### src/pmcc_consts.svh
// Constants for the power mode and clock controller: offsets, fields,
// reset values and timing figures. Definitions only.
`ifndef PMCC_CONSTS_SVH
`define PMCC_CONSTS_SVH

// Register byte addresses on the register bus
`define OFS_CLOCK_MODE      8'h00
`define OFS_SYSTEM_CONTROL  8'h04
`define OFS_POWER_STATUS    8'h08

// Clock mode register fields
`define CM_DIV_HI           7
`define CM_DIV_LO           5
`define CM_LOW_READY        3
`define CM_HIGH_READY       2
`define CM_IDLE_EN          1
`define CM_HL_SEL           0
`define CM_DIV_RESET        3'h0
`define CM_IDLE_EN_RESET    1'h1
`define CM_HL_SEL_RESET     1'h1

// System control register fields
`define SC_KEEP_IN_IDLE     7
`define SC_KEEP_RESET       1'h0

// Power status register fields
`define PS_POWER_DOWN       0
`define PS_TIMEOUT          1

// Oscillator rates and start-up times
`define FAST_OSC_HZ         20000000
`define SLOW_OSC_HZ         32000
`define SLOW_DIV_CYCLES     (`FAST_OSC_HZ / `SLOW_OSC_HZ)
`define HIGH_OSC_START_US   16
`define LOW_OSC_START_US    1000
`define CLK_MHZ             (`FAST_OSC_HZ / 1000000)
`define HIGH_OSC_START_CYC  (`HIGH_OSC_START_US * `CLK_MHZ)
`define LOW_OSC_START_CYC   (`LOW_OSC_START_US * `CLK_MHZ)

`endif

### src/pmcc_pkg.sv
// Types shared by the power mode and clock controller files.
// Assumes nothing from the constants header; the encodings below are set here.
package pmcc_pkg;

  // Operating modes, one-hot
  typedef enum logic [4:0] {
    MODE_NORMAL = 5'b00001,
    MODE_SLOW   = 5'b00010,
    MODE_CLOCK_ON_IDLE  = 5'b00100,
    MODE_CLOCK_OFF_IDLE  = 5'b01000,
    MODE_SLEEP  = 5'b10000
  } op_mode_t;

  // AXI response codes
  typedef enum logic [1:0] {
    RESP_OKAY   = 2'b00,
    RESP_SLVERR = 2'b10
  } axi_resp_t;

endpackage : pmcc_pkg

### src/clock_tap_divider.sv
// Derives the divided fast-clock enables and the slow-clock tick.
// Assumes aclk is the fast oscillator; fast taps stop when fast_on is low.
`timescale 1ns/1ps
`include "pmcc_consts.svh"
module clock_tap_divider #(
  parameter int TAPS     = 6,
  parameter int SLOW_DIV = `SLOW_DIV_CYCLES
) (
  // Clock and reset
  input  wire logic            aclk,
  input  wire logic            aresetn,
  // Control
  input  wire logic            fast_on,
  // Enables: tap_en[k-1] pulses once every 2**k cycles
  output logic [TAPS-1:0]      tap_en,
  output logic                 slow_tick
);
  localparam int SW = $clog2(SLOW_DIV);

  logic [TAPS-1:0] fcnt_q;
  logic [TAPS-1:0] fcnt_d;
  logic [SW-1:0]   scnt_q;
  logic [SW-1:0]   scnt_d;

  if (TAPS < 6 || SLOW_DIV < 2) begin : g_check
    $error("clock_tap_divider: needs six taps and a slow divide of 2 up");
  end

  // Fast counter only runs with the oscillator; slow one always runs
  always_comb begin
    fcnt_d = fast_on ? fcnt_q + 1'b1 : fcnt_q;
    scnt_d = (scnt_q == SW'(SLOW_DIV - 1)) ? '0 : scnt_q + 1'b1;
  end

  always_ff @(posedge aclk) begin
    if (!aresetn) begin
      fcnt_q <= '0;
      scnt_q <= '0;
    end else begin
      fcnt_q <= fcnt_d;
      scnt_q <= scnt_d;
    end
  end

  // One tap per power of two
  for (genvar k = 1; k <= TAPS; k++) begin : g_tap
    assign tap_en[k-1] = fast_on & (&fcnt_q[k-1:0]);
  end

  assign slow_tick = (scnt_q == SW'(SLOW_DIV - 1));

endmodule : clock_tap_divider

### src/osc_ready_timer.sv
// Oscillator stabilisation timer: ready rises after START_CYC enabled
// cycles and falls on the first edge after the oscillator is switched off.
`timescale 1ns/1ps
module osc_ready_timer #(
  parameter int START_CYC = 320
) (
  // Clock and reset
  input  wire logic aclk,
  input  wire logic aresetn,
  // Oscillator running
  input  wire logic osc_on,
  // Stable flag
  output logic      ready
);
  localparam int CW = $clog2(START_CYC + 1);

  logic [CW-1:0] cnt_q;
  logic [CW-1:0] cnt_d;
  logic          rdy_q;
  logic          rdy_d;

  if (START_CYC < 1) begin : g_check
    $error("osc_ready_timer: start-up count must be at least one");
  end

  // A stopped oscillator loses stability and restarts the count
  always_comb begin
    cnt_d = cnt_q;
    rdy_d = rdy_q;
    if (!osc_on) begin
      cnt_d = '0;
      rdy_d = 1'b0;
    end else if (cnt_q == CW'(START_CYC - 1)) begin
      rdy_d = 1'b1;
    end else begin
      cnt_d = cnt_q + 1'b1;
    end
  end

  always_ff @(posedge aclk) begin
    if (!aresetn) begin
      cnt_q <= '0;
      rdy_q <= 1'b0;
    end else begin
      cnt_q <= cnt_d;
      rdy_q <= rdy_d;
    end
  end

  assign ready = rdy_q;

endmodule : osc_ready_timer

### src/power_mode_clock_controller.sv
// Power mode and system clock controller with an AXI4-Lite register port.
// Assumes aclk is the fast oscillator and the CPU pulses halt_exec.
//
// Overview of operation
// [RL1] Halt, idle on, keep on: clock-on idle
// [RL2] Halt, idle on, keep off: clock-off idle
// [RL3] Halt with idle off enters sleep
// [RL4] Sleep stops system and time-base clocks
// [RL5] Power-down entry clears then resumes watchdog
// [RL6] Power-down entry sets PD, clears timeout
// [RL7] Low-power modes keep memory, registers, ports
// [RL8] High/low select 1 gives undivided fast clock
// [RL9] Divider codes 000/001 select slow oscillator
// [RL10] Select 1 or codes 010-111 mean fast
// [RL11] Slow selection stops fast oscillator and taps
// [RL12] Read-only low-oscillator-ready flag at bit 3
// [RL13] Slow switch completes once slow oscillator stable
// [RL14] Software polls high-ready before trusting speed
// [RL15] Keep-in-idle bit sits at control bit 7
// [RL16] Unimplemented control and mode bits read zero
// [RL17] Fast 20 MHz, slow 32 kHz sources
// [RL18] Codes 010-111 divide by 64 down to 2
// [RL19] High-ready clears off, sets once restabilised
//
// The AXI4-Lite register port and the register addresses are this design's own decisions.
`timescale 1ns/1ps
`include "pmcc_consts.svh"
module power_mode_clock_controller
  import pmcc_pkg::*;
#(
  parameter int HIGH_START_CYC = `HIGH_OSC_START_CYC,
  parameter int LOW_START_CYC  = `LOW_OSC_START_CYC,
  parameter int SLOW_DIV       = `SLOW_DIV_CYCLES
) (
  // Clock and reset
  input  wire logic        aclk,
  input  wire logic        aresetn,
  // AXI4-Lite write address
  input  wire logic [7:0]  s_axi_awaddr,
  input  wire logic        s_axi_awvalid,
  output logic             s_axi_awready,
  // AXI4-Lite write data
  input  wire logic [31:0] s_axi_wdata,
  input  wire logic [3:0]  s_axi_wstrb,
  input  wire logic        s_axi_wvalid,
  output logic             s_axi_wready,
  // AXI4-Lite write response
  output logic [1:0]       s_axi_bresp,
  output logic             s_axi_bvalid,
  input  wire logic        s_axi_bready,
  // AXI4-Lite read address
  input  wire logic [7:0]  s_axi_araddr,
  input  wire logic        s_axi_arvalid,
  output logic             s_axi_arready,
  // AXI4-Lite read data
  output logic [31:0]      s_axi_rdata,
  output logic [1:0]       s_axi_rresp,
  output logic             s_axi_rvalid,
  input  wire logic        s_axi_rready,
  // CPU and watchdog events
  input  wire logic        halt_exec,
  input  wire logic        wake_req,
  input  wire logic        clr_wdt_exec,
  input  wire logic        wdt_timeout,
  // Clock enables
  output logic             sys_clk_en,
  output logic             cpu_clk_en,
  output logic             time_base_clk_en,
  output logic             sub_clk_en,
  output logic             wdt_clk_en,
  output logic             fast_div16_en,
  output logic             fast_div64_en,
  output logic             fast_osc_on,
  // Mode and status
  output op_mode_t         op_mode,
  output logic             hold_state,
  output logic             wdt_clear,
  output logic             power_down_flag,
  output logic             timeout_flag
);

  // Register state
  logic [2:0]  divider_select_q, divider_select_d;
  logic        high_low_clock_select_q, high_low_clock_select_d;
  logic        idle_enable_q, idle_enable_d;
  logic        sysclk_keep_in_idle_q, sysclk_keep_in_idle_d;
  logic        pd_q, pd_d;
  logic        to_q, to_d;
  // Mode state
  op_mode_t    mode_q, mode_d;
  logic        src_slow_q, src_slow_d;
  logic        wdt_clear_q, wdt_clear_d;
  // Bus state
  logic        bvalid_q, bvalid_d;
  logic [1:0]  bresp_q, bresp_d;
  logic        rvalid_q, rvalid_d;
  logic [1:0]  rresp_q, rresp_d;
  logic [31:0] rdata_q, rdata_d;
  // Derived signals
  logic [5:0]  tap_en;
  logic        slow_tick;
  logic        low_osc_ready;
  logic        high_osc_ready;
  logic        slow_req;
  logic        running;
  logic        halt_go;
  logic        fast_tick;
  logic        wr_go;
  logic        rd_go;
  logic [7:0]  clock_mode_rd;
  logic [7:0]  system_control_rd;

  // [RL17] Slow tick from fast clock
  clock_tap_divider #(
    .TAPS     (6),
    .SLOW_DIV (SLOW_DIV)
  ) u_div (
    .aclk      (aclk),
    .aresetn   (aresetn),
    .fast_on   (fast_osc_on),
    .tap_en    (tap_en),
    .slow_tick (slow_tick)
  );

  // [RL19] High-ready follows restarts
  osc_ready_timer #(
    .START_CYC (HIGH_START_CYC)
  ) u_high_rdy (
    .aclk    (aclk),
    .aresetn (aresetn),
    .osc_on  (fast_osc_on),
    .ready   (high_osc_ready)
  );

  // Slow oscillator always runs, it clocks the watchdog
  osc_ready_timer #(
    .START_CYC (LOW_START_CYC)
  ) u_low_rdy (
    .aclk    (aclk),
    .aresetn (aresetn),
    .osc_on  (1'b1),
    .ready   (low_osc_ready)
  );

  // [RL9] Slow codes when low select
  assign slow_req = !high_low_clock_select_q &&
                    (divider_select_q[2:1] == 2'b00);
  assign running  = (mode_q == MODE_NORMAL) || (mode_q == MODE_SLOW);
  assign halt_go  = running && halt_exec;

  // [RL8] Select 1 gives undivided clock
  // [RL18] Codes 2..7 pick divide 64..2
  always_comb begin
    fast_tick = 1'b1;
    if (!high_low_clock_select_q) begin
      // Slow codes never index the taps, so no out-of-range read
      if (divider_select_q[2:1] == 2'b00) begin
        fast_tick = 1'b0;
      end else begin
        fast_tick = tap_en[3'd7 - divider_select_q];
      end
    end
  end

  // Mode sequencing
  always_comb begin
    mode_d      = mode_q;
    src_slow_d  = src_slow_q;
    wdt_clear_d = 1'b0;
    case (mode_q)
      MODE_NORMAL, MODE_SLOW: begin
        if (halt_exec) begin
          // [RL5] Clear watchdog on entry
          wdt_clear_d = 1'b1;
          // [RL3] Idle off means sleep
          if (!idle_enable_q) begin
            mode_d = MODE_SLEEP;
          // [RL1] Keep bit gives clock-on idle
          end else if (sysclk_keep_in_idle_q) begin
            mode_d = MODE_CLOCK_ON_IDLE;
          // [RL2] Otherwise clock-off idle
          end else begin
            mode_d = MODE_CLOCK_OFF_IDLE;
          end
        // [RL13] Wait for slow stability
        end else if (slow_req && low_osc_ready) begin
          mode_d     = MODE_SLOW;
          src_slow_d = 1'b1;
        // [RL10] Return to fast oscillator
        end else if (!slow_req) begin
          mode_d     = MODE_NORMAL;
          src_slow_d = 1'b0;
        end
      end
      MODE_CLOCK_ON_IDLE, MODE_CLOCK_OFF_IDLE, MODE_SLEEP: begin
        // Resume in the mode held before the halt
        if (wake_req) begin
          mode_d = src_slow_q ? MODE_SLOW : MODE_NORMAL;
        end
      end
      default: begin
        mode_d = MODE_NORMAL;
      end
    endcase
  end

  always_ff @(posedge aclk) begin
    if (!aresetn) begin
      mode_q      <= MODE_NORMAL;
      src_slow_q  <= 1'b0;
      wdt_clear_q <= 1'b0;
    end else begin
      mode_q      <= mode_d;
      src_slow_q  <= src_slow_d;
      wdt_clear_q <= wdt_clear_d;
    end
  end

  // [RL11] Fast oscillator off when slow
  assign fast_osc_on = (mode_q == MODE_NORMAL) ||
                       ((mode_q == MODE_CLOCK_ON_IDLE) && !src_slow_q);

  // Clock enables per mode
  always_comb begin
    sys_clk_en = 1'b0;
    case (mode_q)
      MODE_NORMAL: sys_clk_en = fast_tick;
      MODE_SLOW:   sys_clk_en = slow_tick;
      // [RL1] System clock stays on
      MODE_CLOCK_ON_IDLE:  sys_clk_en = src_slow_q ? slow_tick : fast_tick;
      default:     sys_clk_en = 1'b0;
    endcase
  end

  // [RL7] CPU frozen, state held
  assign cpu_clk_en       = running && sys_clk_en;
  assign hold_state       = !running;
  // [RL4] Sleep stops the time base
  assign time_base_clk_en = slow_tick && (mode_q != MODE_SLEEP);
  assign sub_clk_en       = slow_tick;
  assign wdt_clk_en       = slow_tick;
  // [RL11] Timer taps stop with the oscillator
  assign fast_div16_en    = tap_en[3];
  assign fast_div64_en    = tap_en[5];
  assign op_mode          = mode_q;
  assign wdt_clear        = wdt_clear_q;

  // [RL6] Power-down and timeout flags; a set beats a same-cycle clear
  always_comb begin
    pd_d = pd_q;
    to_d = to_q;
    if (clr_wdt_exec) begin
      pd_d = 1'b0;
      to_d = 1'b0;
    end
    if (halt_go) begin
      pd_d = 1'b1;
      to_d = 1'b0;
    end
    if (wdt_timeout) begin
      to_d = 1'b1;
    end
  end

  always_ff @(posedge aclk) begin
    if (!aresetn) begin
      pd_q <= 1'b0;
      to_q <= 1'b0;
    end else begin
      pd_q <= pd_d;
      to_q <= to_d;
    end
  end

  assign power_down_flag = pd_q;
  assign timeout_flag    = to_q;

  // Write channel: address and data are taken together, one at a time
  assign wr_go         = s_axi_awvalid && s_axi_wvalid && !bvalid_q;
  assign s_axi_awready = wr_go;
  assign s_axi_wready  = wr_go;
  assign rd_go         = s_axi_arvalid && !rvalid_q;
  assign s_axi_arready = rd_go;

  // [RL12] Ready flags read-only
  // [RL16] Unused bits read zero
  assign clock_mode_rd = {divider_select_q, 1'b0, low_osc_ready,
                          high_osc_ready, idle_enable_q,
                          high_low_clock_select_q};
  // [RL15] Keep bit at position 7
  assign system_control_rd = {sysclk_keep_in_idle_q, 7'h00};

  // Register writes and responses
  always_comb begin
    divider_select_d        = divider_select_q;
    high_low_clock_select_d = high_low_clock_select_q;
    idle_enable_d           = idle_enable_q;
    sysclk_keep_in_idle_d   = sysclk_keep_in_idle_q;
    bvalid_d                = bvalid_q && !s_axi_bready;
    bresp_d                 = bresp_q;
    if (wr_go) begin
      bvalid_d = 1'b1;
      bresp_d  = RESP_OKAY;
      if (s_axi_awaddr == `OFS_CLOCK_MODE) begin
        if (s_axi_wstrb[0]) begin
          divider_select_d        = s_axi_wdata[`CM_DIV_HI:`CM_DIV_LO];
          idle_enable_d           = s_axi_wdata[`CM_IDLE_EN];
          high_low_clock_select_d = s_axi_wdata[`CM_HL_SEL];
        end
      end else if (s_axi_awaddr == `OFS_SYSTEM_CONTROL) begin
        if (s_axi_wstrb[0]) begin
          sysclk_keep_in_idle_d = s_axi_wdata[`SC_KEEP_IN_IDLE];
        end
      end else if (s_axi_awaddr == `OFS_POWER_STATUS) begin
        bresp_d = RESP_OKAY; // Read-only, writes ignored
      end else begin
        bresp_d = RESP_SLVERR;
      end
    end
  end

  // Register reads
  always_comb begin
    rvalid_d = rvalid_q && !s_axi_rready;
    rresp_d  = rresp_q;
    rdata_d  = rdata_q;
    if (rd_go) begin
      rvalid_d = 1'b1;
      rresp_d  = RESP_OKAY;
      rdata_d  = 32'h0000_0000;
      if (s_axi_araddr == `OFS_CLOCK_MODE) begin
        rdata_d[7:0] = clock_mode_rd;
      end else if (s_axi_araddr == `OFS_SYSTEM_CONTROL) begin
        rdata_d[7:0] = system_control_rd;
      end else if (s_axi_araddr == `OFS_POWER_STATUS) begin
        rdata_d[`PS_POWER_DOWN] = pd_q;
        rdata_d[`PS_TIMEOUT]    = to_q;
      end else begin
        rresp_d = RESP_SLVERR;
      end
    end
  end

  always_ff @(posedge aclk) begin
    if (!aresetn) begin
      divider_select_q        <= `CM_DIV_RESET;
      high_low_clock_select_q <= `CM_HL_SEL_RESET;
      idle_enable_q           <= `CM_IDLE_EN_RESET;
      sysclk_keep_in_idle_q   <= `SC_KEEP_RESET;
      bvalid_q                <= 1'b0;
      bresp_q                 <= 2'b00;
      rvalid_q                <= 1'b0;
      rresp_q                 <= 2'b00;
      rdata_q                 <= 32'h0000_0000;
    end else begin
      divider_select_q        <= divider_select_d;
      high_low_clock_select_q <= high_low_clock_select_d;
      idle_enable_q           <= idle_enable_d;
      sysclk_keep_in_idle_q   <= sysclk_keep_in_idle_d;
      bvalid_q                <= bvalid_d;
      bresp_q                 <= bresp_d;
      rvalid_q                <= rvalid_d;
      rresp_q                 <= rresp_d;
      rdata_q                 <= rdata_d;
    end
  end

  // [RL14] Software polls high-ready before full speed
  assign s_axi_bvalid = bvalid_q;
  assign s_axi_bresp  = bresp_q;
  assign s_axi_rvalid = rvalid_q;
  assign s_axi_rresp  = rresp_q;
  assign s_axi_rdata  = rdata_q;

endmodule : power_mode_clock_controller
### config.mk
export PLATFORM = sky130hd
export DESIGN_NAME = power_mode_clock_controller
export DESIGN_NICKNAME = d
export VERILOG_FILES = /design/src/pmcc_pkg.sv /design/src/clock_tap_divider.sv /design/src/osc_ready_timer.sv /design/src/power_mode_clock_controller.sv
export VERILOG_INCLUDE_DIRS = /design/src /design/src/src
export SDC_FILE = /design/constraint.sdc
export NUM_CORES = 1
export LEC_CHECK = 0
export BUFFER_PORTS_ARGS = -buffer_cell sky130_fd_sc_hd__clkbuf_2
export CORE_MARGIN = 2
export CORE_UTILIZATION = 45
export DETAILED_ROUTE_END_ITERATION = 12
export GPL_ROUTABILITY_DRIVEN = 0
export PLACE_DENSITY = 0.73
export SLEW_MARGIN = 20
export SYNTH_ARGS = -nofsm -noshare
export SYNTH_HDL_FRONTEND = slang
export SYNTH_SLANG_ARGS = --single-unit
### constraint.sdc
create_clock -name aclk -period 5.2 [get_ports aclk]
set_input_delay 0.26 -clock aclk [delete_from_list [all_inputs] [get_ports aclk]]
set_output_delay 0.26 -clock aclk [all_outputs]
set_load 0.02 [all_outputs]
==> flow_summary_export.csv <==
group,metric,value,unit
synthesis,syn_area_per_cell,8.64,sq um
floorplan,dieArea,8660,sq um
sta,slew_headroom,58.5,%
sta,rsz0062_at_grt,"false",
power_and_ir_drop,pwr-share-clk,38.4,%
clock_network,clock_latency,0.34,ns
setup_path,path_class,"register to output port",
global_routing,antenna_found_initial,0,
run,maxCapViolCount,0,
sta,setup_violations,0,
clock_network,cts_tree,"yes",
synthesis,synth_area_leaders,"dfxtp_1 (38%), buf_4 (6.1%), nor2_1 (5.3%)",
layout,final_common_cell,"dfxtp_1",
setup_path,r2r_setup_slack,3.25,ns
power_and_ir_drop,seq_power_share,48.5,%
synthesis,synth_area,3570,sq um
synthesis,synth_top_area_cell,"dfxtp_1",
sta,hold_viol,0,
power_and_ir_drop,peakVddDrop,0.108,mV
route,num_vias,3019,
global_routing,first_global_vias,2765,
setup_path,crit_buf_inv,1,
synthesis,ys_seq_elements,68,
setup_path,path_cells,"or3b_1 -> a21oi_4 -> o31ai_1 -> a211oi_1 -> clkbuf_2",
layout,fin_nets,539,
sta,fin_hold_ws,0.132,ns
power_and_ir_drop,internal_power,836,uW
floorplan,die_h,93.1,um
sta,layout_min_cycle_time,2.70,ns
power_and_ir_drop,power.leakage,0.00163,uW
placed_design,place_inst,560,
sta,fin_crit_sh,52.0,%
setup_path,end_kind,"output port",
route,antenna_left,0,
setup_path,cp.required,4.94,ns
layout,final_cell_mix,"dfxtp_1 (68), clkbuf_2 (63), nor2_1 (50)",
floorplan,core_area,7690,sq um
global_routing,overflow,0,
run_status,status,"completed",
floorplan,fp-row-count,32,
global_routing,grt_max_degree,25,
route,first_iter_violations,84,
synthesis,ys.flop_type,"dfxtp_1",
setup_path,path_delay_family,"compound AO/OA/AOI/OAI gates",
clock_network,clockBufferDepth,2,
power_and_ir_drop,p_sw_share,27.3,%
floorplan,start_util,46.4,%
sta,worst_pin_slew,0.618,ns
clock_network,cts_resized,0,
sta,finalSetupTns,0,ns
setup_path,cpMaxStageDelayCell,"dfxtp_1",
power_and_ir_drop,comb_power_share,13.1,%
floorplan,fp.dieW,93.1,um
placed_design,io_buffers,63,
synthesis,synth_cells,413,
setup_path,timing.rr.end,"u_high_rdy.cnt_q[7]",
sta,fin_skew,0.00697,ns
layout,insertedDiodeCount,0,
setup_path,r2r_cells,4,
setup_path,cp.depth,5,
synthesis,synth.distinct_cells,60,
floorplan,ios,121,
setup_path,endpoint,"cpu_clk_en",
route,dr.pass1.iters,5,
clock_network,cts.sinks,68,
setup_path,setup.worst_path.start_class,"register",
layout,area.growth.synth_to_final,13.1,%
clock_network,clkTransAtPathRegs,0.07,ns
clock_network,cts_hold_buffers,0,
setup_path,worstPathMaxFanout,12,
placed_design,hpwl,5.23,mm
power_and_ir_drop,power_switching,314,uW
setup_path,startpoint,"op_mode[2]",
global_routing,grt_usage,17.9,%
hold_path,holdCritPathClass,"primary input to register",
route,routed_wl,7.34,mm
sta,slew_violations,0,
layout,drive_gt1_share,20.7,%
clock_network,cts-buffers-inserted,9,
setup_path,r2r_start,"op_mode[2]",
route,avgViaCountPerCell,5.24,
synthesis,yosys_warnings,0,
setup_path,cp.arrival,2.44,ns
synthesis,synth_edf_count,0,
synthesis,synth_top_area_share,38.1,%
synthesis,synthArstFlopShare,0,%
clock_network,ctsHtreeMaxLevel,3,
global_routing,grt_pass1_wl,12.4,mm
clock_network,post-cts-setup-buffer-count,0,
layout,fin_cells,576,
clock_network,root_buffer,"clkbuf_8",
sta,fmax,370,MHz
power_and_ir_drop,p_per_area,285,nW/um^2
route,wl_per_cell,12.7,um
route,drc,0,
setup_path,slowest_delay,0.62,ns
synthesis,yosysSeqAreaShare,38.1,%
[layout make-up]
| type | count | area (sq um) |
|---|---|---|
| flip-flops and latches | 68 | 1360 |
| multi-input cells | 311 | 1970 |
| clock inverters | 4 | 47.5 |
| clock buffers | 12 | 155 |
| inverters | 15 | 56.3 |
| repair buffers | 64 | 323 |
| well taps | 102 | 128 |
| fillers | 732 | 3650 |
[cells by family (layout without fill, tap and decap cells)]
logic type	Yosys count	count (layout)	synth area share [%]
AOI/OAI and AO/OA	72	72	12.6
xor gates and xnor gates	29	29	7.12
adders and majority gates	7	7	2.45
buffers and inverters	60	95	9.53
DFF	68	68	38.1
muxes	10	10	2.87
other	1	27	0.105
and+or+nand+nor	166	166	27.2
[cells in the mapped netlist, types with 3 or more instances]
| cell type | count |
|---|---|
| a211oi_1 | 5 |
| a21oi_1 | 22 |
| a22oi_1 | 4 |
| a31oi_1 | 5 |
| and2_1 | 3 |
| and3_1 | 5 |
| buf_2 | 5 |
| buf_4 | 29 |
| clkbuf_1 | 11 |
| dfxtp_1 | 68 |
| ha_1 | 7 |
| inv_1 | 15 |
| mux2i_1 | 8 |
| nand2_1 | 19 |
| nand2b_1 | 7 |
| nand3_1 | 21 |
| nand4_1 | 10 |
| nor2_1 | 50 |
| nor3_1 | 8 |
| nor3b_1 | 3 |
| nor4_1 | 7 |
| nor4_4 | 4 |
| o21ai_0 | 16 |
| o21ai_1 | 7 |
| or3_1 | 4 |
| xnor2_1 | 18 |
| xor2_1 | 11 |
[layer usage]
| layer | GRT usage [%] | up-vias | share of wire, % |
|---|---|---|---|
| li1 | - | 1514 | - |
| met1 | 21.6 | 1420 | 46 |
| met2 | 29.8 | 70 | 48 |
| met3 | 4.43 | 15 | 4.0 |
| met4 | 8.33 | 0 | 2.1 |
| met5 | 0 | - | 0 |
[power groups by stage]
stage,registers [uW],clock network (uW),logic [uW]
global placement,568,0,147
CTS,558,451,151
floorplan,571,0,119
global route,561,480,166
finish,558,442,150
detailed placement,569,0,149
[flip-flops by register name, indices dropped and copies added, names as in the netlist]
register / cells
sysclk_keep_in_idle_q: 1
u_low_rdy.cnt_q: 15
idle_enable_q: 1
s_axi_bresp: 1
u_div.scnt_q: 10
power_down_flag: 1
wdt_clear: 1
divider_select_q: 3
s_axi_rresp: 1
u_high_rdy.ready: 1
u_high_rdy.cnt_q: 9
s_axi_bvalid: 1
high_low_clock_select_q: 1
s_axi_rdata: 7
u_low_rdy.ready: 1
timeout_flag: 1
src_slow_q: 1
s_axi_rvalid: 1
op_mode: 5
u_div.fcnt_q: 6
[how the worst min path moves through the flow]
stage,cells past startpoint,to,slack [ns],startpoint
finish,2,timeout_flag,0.13,wdt_timeout
global route,2,timeout_flag,0.13,wdt_timeout
CTS,2,timeout_flag,0.12,wdt_timeout
detailed placement,2,s_axi_rdata[0],0.45,s_axi_rdata[0]
global placement,2,s_axi_rdata[0],0.45,s_axi_rdata[0]
floorplan,1,timeout_flag,0.38,wdt_timeout
[metrics by stage]
stage	total power [uW]	setup WS, ns	util [%]	cell area, sq um
after floorplan	690	2.89	-	3670
after global placement	715	2.91	49.9	3830
after detailed placement	719	2.88	49.9	3830
after CTS	1160	2.50	52.5	4040
after global routing	1210	2.36	52.5	4040
final	1150	2.50	52.5	4040
Power figures use the tool's default switching activity.
